==> src/common/line_ctrl_pkg.sv <==
// Package with register map, field layout, timing counts and state types of the I/O line block.
package line_ctrl_pkg;

  // Register byte addresses on the APB bus.
  localparam logic [7:0] LINE_CFG_ADDR    = 8'h00;
  localparam logic [7:0] PULSE_DELAY_ADDR = 8'h04;
  localparam logic [7:0] LINE_STAT_ADDR   = 8'h08;

  // Field positions inside the line configuration register.
  localparam int CFG_PIN_CHOICE_BIT = 0;
  localparam int CFG_FLIP_BIT       = 1;
  localparam int CFG_SOURCE_LSB     = 2;
  localparam int CFG_LEVEL_BIT      = 4;

  // Field positions inside the line status register.
  localparam int STAT_TRIG_BIT  = 0;
  localparam int STAT_PIN_BIT   = 1;
  localparam int STAT_PULSE_BIT = 2;
  localparam int STAT_OE_N_BIT  = 3;

  // Reset values.
  localparam logic [15:0] DELAY_RESET = 16'h0000;
  localparam logic [31:0] RDATA_RESET = 32'h0000_0000;

  // Timing: clock rate, microsecond tick and the exposure pulse start latency bound.
  localparam int CLOCK_MHZ          = 250;
  localparam int TICK_US            = 1;
  localparam int TICK_CYCLES        = TICK_US * CLOCK_MHZ;
  localparam int START_LATENCY_NS   = 800;
  localparam int START_LATENCY_CYC  = (START_LATENCY_NS * CLOCK_MHZ) / 1000;
  localparam int DELAY_WIDTH        = 16;

  // Output line source choice.
  typedef enum logic [1:0] {
    SRC_OFF      = 2'b00,
    SRC_FRAME    = 2'b01,
    SRC_EXPOSURE = 2'b10,
    SRC_SOFTWARE = 2'b11
  } line_source_type;

  // Whole state of the line block.
  typedef struct packed {
    logic                   io_pin_choice;
    logic                   flip_in;
    logic                   output_polarity_flip;
    line_source_type        source;
    logic                   software_level_setting;
    logic [DELAY_WIDTH-1:0] exposure_pulse_delay_us;
    logic [2:0]             trig_sync;
    logic                   trig_level;
    logic                   exposure_d;
    logic [7:0]             tick_cnt;
    logic                   tick;
    logic                   rise_pend;
    logic [DELAY_WIDTH-1:0] rise_cnt;
    logic                   fall_pend;
    logic [DELAY_WIDTH-1:0] fall_cnt;
    logic                   pulse;
    logic                   pin;
    logic                   pin_oe_n;
    logic                   pready;
    logic                   pslverr;
    logic [31:0]            prdata;
  } line_state_type;

endpackage

==> src/camera_output_line_control.sv <==
// Control I/O line logic: APB registers, input line sampling and output line source selection.
//
// Contract
// A selector chooses whether line settings apply to the input or the output line.
// Polarity flip on inverts the output line; off drives it unchanged.
// Output source off leaves the output line undriven.
// Readout-window source drives the line high throughout each frame readout.
// Exposure source drives a pulse marking exposure, shifted by the programmed delay.
// Software source drives the line to the software level setting.
// Exposure pulse delay is 0 to 65535 whole microseconds, used only for exposure source.
// Exposure pulse rises at exposure start and falls at exposure end.
// Exposure pulse rise lags real exposure start by at most 0.8 us.
// A one-microsecond tick from the system clock times the exposure pulse delay.
// After reset the source is off, inversion off and software level low.
//
// Added by the designer: the address map and register access over APB.
`timescale 1ns/1ps
`default_nettype none

module camera_output_line_control
  import line_ctrl_pkg::*;
(
  input  wire logic        clock_i,
  input  wire logic        resetn_i,
  input  wire logic        psel_i,
  input  wire logic        penable_i,
  input  wire logic        pwrite_i,
  input  wire logic [7:0]  paddr_i,
  input  wire logic [31:0] pwdata_i,
  output logic             pready_o,
  output logic             pslverr_o,
  output logic [31:0]      prdata_o,
  input  wire logic        trigger_input_pin_i,
  input  wire logic        frame_readout_i,
  input  wire logic        exposure_active_i,
  output logic             trigger_level_o,
  output logic             signal_output_pin_o,
  output logic             signal_output_pin_oe_n_o
);

  localparam logic [7:0] TICK_LAST = 8'(TICK_CYCLES - 1);
  localparam int LAT_MAX = START_LATENCY_CYC;

  line_state_type state_r;
  line_state_type state_nxt;

  // True for a byte address that maps onto one of the three registers.
  function automatic logic addr_mapped(input logic [7:0] addr);
    addr_mapped = (addr == LINE_CFG_ADDR) || (addr == PULSE_DELAY_ADDR) ||
                  (addr == LINE_STAT_ADDR);
  endfunction

  logic apb_setup;
  logic apb_write;
  logic exp_rise;
  logic exp_fall;
  logic delayed;
  logic rise_due;

  assign apb_setup = psel_i && !penable_i;
  assign apb_write = psel_i && penable_i && state_r.pready && pwrite_i;
  assign exp_rise  = exposure_active_i && !state_r.exposure_d;
  assign exp_fall  = !exposure_active_i && state_r.exposure_d;
  assign delayed   = (state_r.exposure_pulse_delay_us != DELAY_RESET);
  assign rise_due  = state_r.rise_pend && state_r.tick && (state_r.rise_cnt == 16'h0001);

  // Next state of the whole block. Reads are decoded in the setup cycle so that read data
  // and pready come straight from flip-flops in the access cycle, at zero wait states.
  always_comb
  begin
    state_nxt = state_r;

    // APB answer: ready for one cycle after each setup cycle.
    state_nxt.pready  = apb_setup;
    state_nxt.pslverr = apb_setup && !addr_mapped(paddr_i);
    state_nxt.prdata  = RDATA_RESET;
    if (apb_setup && !pwrite_i)
    begin
      case (paddr_i)
        LINE_CFG_ADDR:
        begin
          state_nxt.prdata[CFG_PIN_CHOICE_BIT] = state_r.io_pin_choice;
          // The flip bit read back belongs to the line that the selector points at.
          state_nxt.prdata[CFG_FLIP_BIT] = state_r.io_pin_choice ?
            state_r.output_polarity_flip : state_r.flip_in;
          state_nxt.prdata[CFG_SOURCE_LSB +: 2] = state_r.source;
          state_nxt.prdata[CFG_LEVEL_BIT]       = state_r.software_level_setting;
        end
        PULSE_DELAY_ADDR: state_nxt.prdata[DELAY_WIDTH-1:0] = state_r.exposure_pulse_delay_us;
        LINE_STAT_ADDR:
        begin
          state_nxt.prdata[STAT_TRIG_BIT]  = state_r.trig_level;
          state_nxt.prdata[STAT_PIN_BIT]   = state_r.pin;
          state_nxt.prdata[STAT_PULSE_BIT] = state_r.pulse;
          state_nxt.prdata[STAT_OE_N_BIT]  = state_r.pin_oe_n;
        end
        default: state_nxt.prdata = RDATA_RESET;
      endcase
    end

    // Register writes take effect at the access edge with pready high.
    if (apb_write && (paddr_i == LINE_CFG_ADDR))
    begin
      state_nxt.io_pin_choice = pwdata_i[CFG_PIN_CHOICE_BIT];
      // Only the line named by the newly written selector takes the flip bit.
      if (pwdata_i[CFG_PIN_CHOICE_BIT])
        state_nxt.output_polarity_flip = pwdata_i[CFG_FLIP_BIT];
      else
        state_nxt.flip_in = pwdata_i[CFG_FLIP_BIT];
      state_nxt.source = line_source_type'(pwdata_i[CFG_SOURCE_LSB +: 2]);
      state_nxt.software_level_setting = pwdata_i[CFG_LEVEL_BIT];
    end
    if (apb_write && (paddr_i == PULSE_DELAY_ADDR))
      state_nxt.exposure_pulse_delay_us = pwdata_i[DELAY_WIDTH-1:0];

    // Trigger pin: three flops, a change counts once the last two agree.
    state_nxt.trig_sync = {state_r.trig_sync[1:0], trigger_input_pin_i};
    if (state_r.trig_sync[2] == state_r.trig_sync[1])
      state_nxt.trig_level = state_r.trig_sync[2] ^ state_r.flip_in;

    // Free-running microsecond tick; one-cycle enable pulse.
    state_nxt.tick = (state_r.tick_cnt == TICK_LAST);
    state_nxt.tick_cnt = state_nxt.tick ? 8'h00 : state_r.tick_cnt + 8'h01;

    // Exposure pulse with optional delay. Rise and fall each keep one pending edge, so an
    // exposure shorter than the delay still gives one pulse; a third edge arriving while
    // both are pending overwrites the older one, a limitation of this two-timer scheme.
    state_nxt.exposure_d = exposure_active_i;
    if (!delayed)
    begin
      state_nxt.pulse     = exposure_active_i;
      state_nxt.rise_pend = 1'b0;
      state_nxt.fall_pend = 1'b0;
    end
    else
    begin
      if (state_r.rise_pend && state_r.tick)
      begin
        if (state_r.rise_cnt == 16'h0001)
        begin
          state_nxt.rise_pend = 1'b0;
          state_nxt.pulse     = 1'b1;
        end
        state_nxt.rise_cnt = state_r.rise_cnt - 16'h0001;
      end
      // A fall due in the same tick as its rise waits one tick more. Otherwise a short
      // exposure between two ticks would vanish, because both edges share one tick.
      if (state_r.fall_pend && state_r.tick && !(rise_due && (state_r.fall_cnt == 16'h0001)))
      begin
        if (state_r.fall_cnt == 16'h0001)
        begin
          state_nxt.fall_pend = 1'b0;
          state_nxt.pulse     = 1'b0;
        end
        state_nxt.fall_cnt = state_r.fall_cnt - 16'h0001;
      end
      // A fresh edge restarts its timer; it wins over an expiry in the same cycle.
      if (exp_rise)
      begin
        state_nxt.rise_pend = 1'b1;
        state_nxt.rise_cnt  = state_r.exposure_pulse_delay_us;
      end
      if (exp_fall)
      begin
        state_nxt.fall_pend = 1'b1;
        state_nxt.fall_cnt  = state_r.exposure_pulse_delay_us;
      end
    end

    // Output line source selection, then polarity flip.
    state_nxt.pin_oe_n = 1'b0;
    case (state_r.source)
      SRC_OFF:
      begin
        state_nxt.pin      = 1'b0;
        state_nxt.pin_oe_n = 1'b1;
      end
      SRC_FRAME:    state_nxt.pin = frame_readout_i ^ state_r.output_polarity_flip;
      // Undelayed, the raw level is used so the rise lags exposure start by only one cycle.
      SRC_EXPOSURE: state_nxt.pin = (delayed ? state_r.pulse : exposure_active_i) ^
                                    state_r.output_polarity_flip;
      SRC_SOFTWARE: state_nxt.pin = state_r.software_level_setting ^
                                    state_r.output_polarity_flip;
      default:
      begin
        state_nxt.pin      = 1'b0;
        state_nxt.pin_oe_n = 1'b1;
      end
    endcase
  end

  // State register with synchronous reset to the quiet defaults.
  always_ff @(posedge clock_i)
  begin
    if (!resetn_i)
    begin
      state_r <= '0;
      state_r.source   <= SRC_OFF;
      state_r.pin_oe_n <= 1'b1;
      state_r.exposure_pulse_delay_us <= DELAY_RESET;
      state_r.prdata   <= RDATA_RESET;
    end
    else
      state_r <= state_nxt;
  end

  // Every output comes straight from a state flip-flop.
  assign pready_o                 = state_r.pready;
  assign pslverr_o                = state_r.pslverr;
  assign prdata_o                 = state_r.prdata;
  assign trigger_level_o          = state_r.trig_level;
  assign signal_output_pin_o      = state_r.pin;
  assign signal_output_pin_oe_n_o = state_r.pin_oe_n;
endmodule

`default_nettype wire

==> config.mk <==
export PLATFORM = sky130hd
export DESIGN_NAME = camera_output_line_control
export DESIGN_NICKNAME = d
export VERILOG_FILES = /design/src/common/line_ctrl_pkg.sv /design/src/camera_output_line_control.sv
export SDC_FILE = /design/constraint.sdc
export NUM_CORES = 1
export LEC_CHECK = 0
export BUFFER_PORTS_ARGS = -buffer_cell sky130_fd_sc_hd__buf_4
export CORE_ASPECT_RATIO = 0.8
export CORE_MARGIN = 3
export CORE_UTILIZATION = 56
export CTS_CLUSTER_DIAMETER = 60
export CTS_CLUSTER_SIZE = 12
export DETAILED_ROUTE_END_ITERATION = 8
export GPL_TIMING_DRIVEN = 0
export PLACE_DENSITY_LB_ADDON = 0.08
export RECOVER_POWER = 100
export SLEW_MARGIN = 20
export SYNTH_ARGS = -nofsm -noshare
export SYNTH_HDL_FRONTEND = slang
export SYNTH_SLANG_ARGS = --single-unit
==> constraint.sdc <==
create_clock -name clock_i -period 3.3 [get_ports clock_i]
set_clock_uncertainty 0.1 [all_clocks]
set_input_delay 0.33 -clock clock_i [delete_from_list [all_inputs] [get_ports clock_i]]
set_output_delay 0.33 -clock clock_i [all_outputs]
set_load 0.03 [all_outputs]
; After elaboration in Yosys (flattened, before gate mapping)
; Index checks and enable logic that the tools add are counted.
[totals]
register_bits = 107
input_bits = 48
out_inout_bits = 37
elab_cells = 97
[classes]
n_addsub = 3
eq_ne = 9
muxes = 16
bitwise_logic = 6
reduce_logical = 40
[ops]
columns = cell, n
row1 = 2-to-1 mux 17 bit, 3
row2 = "equality test 16 x 1 -> 1 bit, second input constant", 2
row3 = "subtractor 16 x 1 -> 16 bit, second input constant", 2
row4 = 2-to-1 mux 18 bit, 1
row5 = AND reduction 2 bit, 8
row6 = nonzero test 16 bit, 1
row7 = logical AND 1 bit, 15
row8 = case mux 4 bit (3 select lines), 1
row9 = 2-to-1 mux 1 bit, 9
row10 = "adder 8 x 1 -> 8 bit, second input constant", 1
row11 = "equality test 8 x 3 -> 1 bit, second input constant", 1
row12 = "equality test 8 x 4 -> 1 bit, second input constant", 1
row13 = "equality test 8 bit, second input constant", 1
row14 = zero test 8 bit, 1
row15 = nonzero test 2 bit, 4
row16 = zero test 1 bit, 6
row17 = "equality test 2 bit, second input constant", 2
row18 = case mux 1 bit (4 select lines), 1
row19 = bitwise XOR 1 bit, 4
row20 = AND reduction 3 bit, 1
row21 = "equality test 2 x 1 -> 1 bit, second input constant", 1
row22 = zero test 2 bit, 1
row23 = logical OR 1 bit, 2
row24 = NOT 1 bit, 2
row25 = 3 further kinds, 3

; Longest topological paths before layout
[logic_depth]
ltp_word = 7
ltp_mapped = 8

; Worst setup path after synthesis
; OpenSTA, ideal clock, no wires.
[synth_timing]
kind = reg-to-reg
startpoint = register state_r[61] (netlist name)
endpoint = register state_r[42] (netlist name)
setup_time_ns = 0.120
arrival_ns = 2.176
t_required_ns = 3.080
setup_slack_ns = 0.904
path_stages_with_launch = 7
n_path_buf = 1
path_cell_list = dfxtp_1 or4_4 or2_4 or4_4 buf_6 and4_4 o31a_1
[synth_via]
elab_chain_cells = 7
[synth_rtl]
columns = item, line_no
row1 = from (decl), camera_output_line_control.sv:44  ; line_state_type state_r;
row2 = from (signal assigned), camera_output_line_control.sv:204  ; state_r <= state_nxt;
row3 = equality test 16 x 1 -> 1 bit, camera_output_line_control.sv:65  ; assign rise_due = state_r.rise_pend && state_r.tick && (state_r.rise_cnt == 16'h0001);
row4 = logical AND 1 bit, camera_output_line_control.sv:65
row5 = logical AND 1 bit, camera_output_line_control.sv:148  ; if (state_r.fall_pend && state_r.tick && !(rise_due && (state_r.fall_cnt == 16'h0001)))
row6 = zero test 1 bit, camera_output_line_control.sv:148
row7 = logical AND 1 bit, camera_output_line_control.sv:148
row8 = nonzero test 2 bit (no source line), n/a
row9 = AND reduction 2 bit (no source line), n/a
; Every way passes these cells.
; A chain may end at the register's enable or synchronous reset.

; Final worst setup path
[layout_timing]
startpoint = register state_r[37] (netlist name)
endpoint = register state_r[47] (netlist name)
[layout_via]
elab_chain_cells = 6
elab_cells_between_ends = 9
cone_classes = add/sub (1) / eq/ne (1) / mux (2) / reduce/logical (5)
[layout_rtl]
columns = item
row1 = branches (longest 6 deep; another with subtractor 16 x 1 -> 16 bit)
; Parallel ways; which one is timed is not known. The select of a mux whose other input is x is not followed.

==> results.cfg <==
[logic_synthesis]
synth-seq-cells = 91
syn_avg_cell_area_um2 = 8.43
seq_area_frac_synth_pct = 39.6
syn-instance-count = 546
yosys_warnings = 0
synth_top_area_share_pct = 39.6
synth_flop_cell = dfxtp_1
synth-edff-count = 0
netlist-cell-type-count = 66
synth_common_cells = dfxtp_1, nor2_1, nand2_1
syn_area_um2 = 4600
async_flop_share_pct = 0
yosysMostFrequentCell = dfxtp_1
yosysTopAreaCell = dfxtp_1
synth.area.top_cells = dfxtp_1, nor2_1, buf_4

[placed_design]
portBuffers = 50
post-dp-hpwl_mm = 8.61
gp_congestion = 0.912

[timing]
tns_ns = 0
post-route-min-period_ns = 2.94
hold_viol = 0
setup_viol_count_final = 0
slew_headroom_pct = 32.5
worst_pin_slew_ns = 1.00
min_period_over_period_pct = 89.1
hold_ws_ns = 0.0706
report.final.slew_viol_count = 0
fmax_mhz = 340
rsz0062_at_grt = no

[routing]
wire_per_inst_um = 16.5
drt-initial-drc-count = 341
wirelength_mm = 12.1
drtAntennaViolNets = 0
vias = 4315
drc = 0
firstDrtPassIters = 5
vias_per_cell = 5.89

[grt]
grt-busiest-layer = met2
grt_start_max_net_pins = 16
grt_pass1_wl_mm = 19.6
met1_usage_pct = 35.6
antenna_found_initial = 0
grtUsageMet3_pct = 5.86
grt_overflow = 0
first_global_vias = 4033
grt.total_usage_pct = 26.3
use_met2_pct = 43.0

[critical_path]
critPathMaxStageDelay_ns = 0.85
end_kind = register
critPathLaunchType = register
required_ns = 3.49
critPathSlowestCell = o31ai_1
worstPathCellList = ha_1 > nor4b_1 > nand4_1 > o31ai_1 > buf_4 > o311ai_0 > a31oi_1
path_max_fanout = 10
crit_type = register to register
crit_arrival_ns = 3.13

[power_and_ir_drop]
leakagePower_nw = 2.05
irDropWorstVdd_mv = 0.274
power_w = 0.00197
power_density_nw_per_um2 = 375

[clock_tree]
clkSinkCount = 91
tritoncts = built
cts_root_buffer = clkbuf_8
clkSlewWorstSetupHoldPaths_ns = 0.10
cts_made_buffers = 9
post_cts_resized = 0
clk_latency_ns = 0.36
cts-htree-levels = 3
cts_hold_buf = 0
cts_setup_buffers = 0
clockBufferDepth = 2

[final_layout]
nNetsFinal = 676
fill_cells = 672
drive_gt1_share_pct = 15.9
n_antenna_cell = 0
fin_util_pct = 68.5
area_growth_pct = 14.2

[floorplan]
initial_utilization_pct = 60.0
dieArea_um2 = 9350
dieWidth_um = 107
fp.dieH_um = 87.1
core_area_um2 = 7670
fp-row-count = 28
io-pin-count = 85

[job]
cap_viol_max_count = 0

[status]
status = complete, no violations

[worst_hold_path]
hold_path_class = primary input to register
-- path summary, 6_finish.rpt --
| path | depth (start not counted) | to | start | slack (ns) |
|---|---|---|---|---|
| worst max-delay path | 7 | state_r[47] | state_r[37] | 0.36 |
| worst min-delay path | 2 | state_nxt[83] | trigger_input_pin_i | 0.07 |
| worst max register to register | 7 | state_r[47] | state_r[37] | 0.36 |
| worst min register to register | 1 | state_nxt[84] | state_nxt[83] | 0.35 |
-- power by group --
part | switching (W) | internal (W) | leakage [nW] | total [W]
clock | 0.000413 | 0.000298 | 0.0859 | 0.000711
sequential | 0.00000600 | 0.00110 | 0.735 | 0.00111
combinational | 0.0000921 | 0.0000588 | 1.23 | 0.000151
total | 0.000511 | 0.00146 | 2.05 | 0.00197
-- placed cells by master, fill, tap and decap left out, drive strengths merged, types with 9 or more instances in the layout --
cell / n
a21oi: 33
a22oi: 9
and2: 16
buf: 61
clkbuf: 60
conb: 16
dfxtp: 91
inv: 12
mux2i: 24
nand2: 45
nand3: 14
nor2: 72
nor3: 9
nor4: 11
o21ai: 22
o311ai: 10
or3: 9
or4: 11
-- routing by layer --
| layer | vias up | share of wire (%) |
|---|---|---|
| met5 | - | 0 |
| met4 | 0 | 1.1 |
| met3 | 18 | 8.8 |
| met2 | 209 | 46 |
| met1 | 2001 | 44 |
| li1 | 2087 | - |
-- area by class of cell --
cell class | count | area, µm² | area share (%)
plain buffers | 60 | 360 | 6.85
clock buffers | 11 | 141 | 2.69
clock inverters | 5 | 37.5 | 0.714
inverters | 11 | 41.3 | 0.785
multi-input cells | 399 | 2430 | 46.3
flip-flops and latches | 91 | 1820 | 34.6
well taps | 105 | 131 | 2.50
repair buffers | 50 | 293 | 5.57
-- critical path: cells and delay by family (launching register included) --
family / cells / cell delay (ns)
compound gates: 3 / 1.20
simple gates: 2 / 0.63
flops: 1 / 0.44
buf+inv: 1 / 0.32
fa+ha+maj: 1 / 0.18
-- state kept, by name, indices dropped and copies added (netlist names) --
name                      count
pslverr_o                     1
pready_o                      1
trigger_level_o               1
signal_output_pin_oe_n_o      1
signal_output_pin_o           1
prdata_o                     16
state_nxt                     2
state_r                      68
-- cell families after synthesis --
| group | after synthesis | synth area share (%) |
|---|---|---|
| AND/OR/NAND/NOR | 223 | 24.9 |
| multiplexers | 26 | 5.71 |
| AO/OA/AOI/OAI | 122 | 18.2 |
| adder cells (fa/ha/maj) | 6 | 1.63 |
| buffers and inverters | 71 | 8.78 |
| flip-flops | 91 | 39.6 |
| other | 1 | 0.0815 |
| XOR/XNOR | 6 | 1.14 |
-- per-stage QoR --
stage	std cells	worst slack [ns]	instance area, µm²
6_report	732	0.361	5260
5_1_grt	732	0.200	5260
4_1_cts	732	0.454	5350
3_5_place_dp	716	0.484	5170
3_3_place_gp	716	0.475	5170
2_1_floorplan	561	0.904	4660
(Power assumes the default switching activity.)
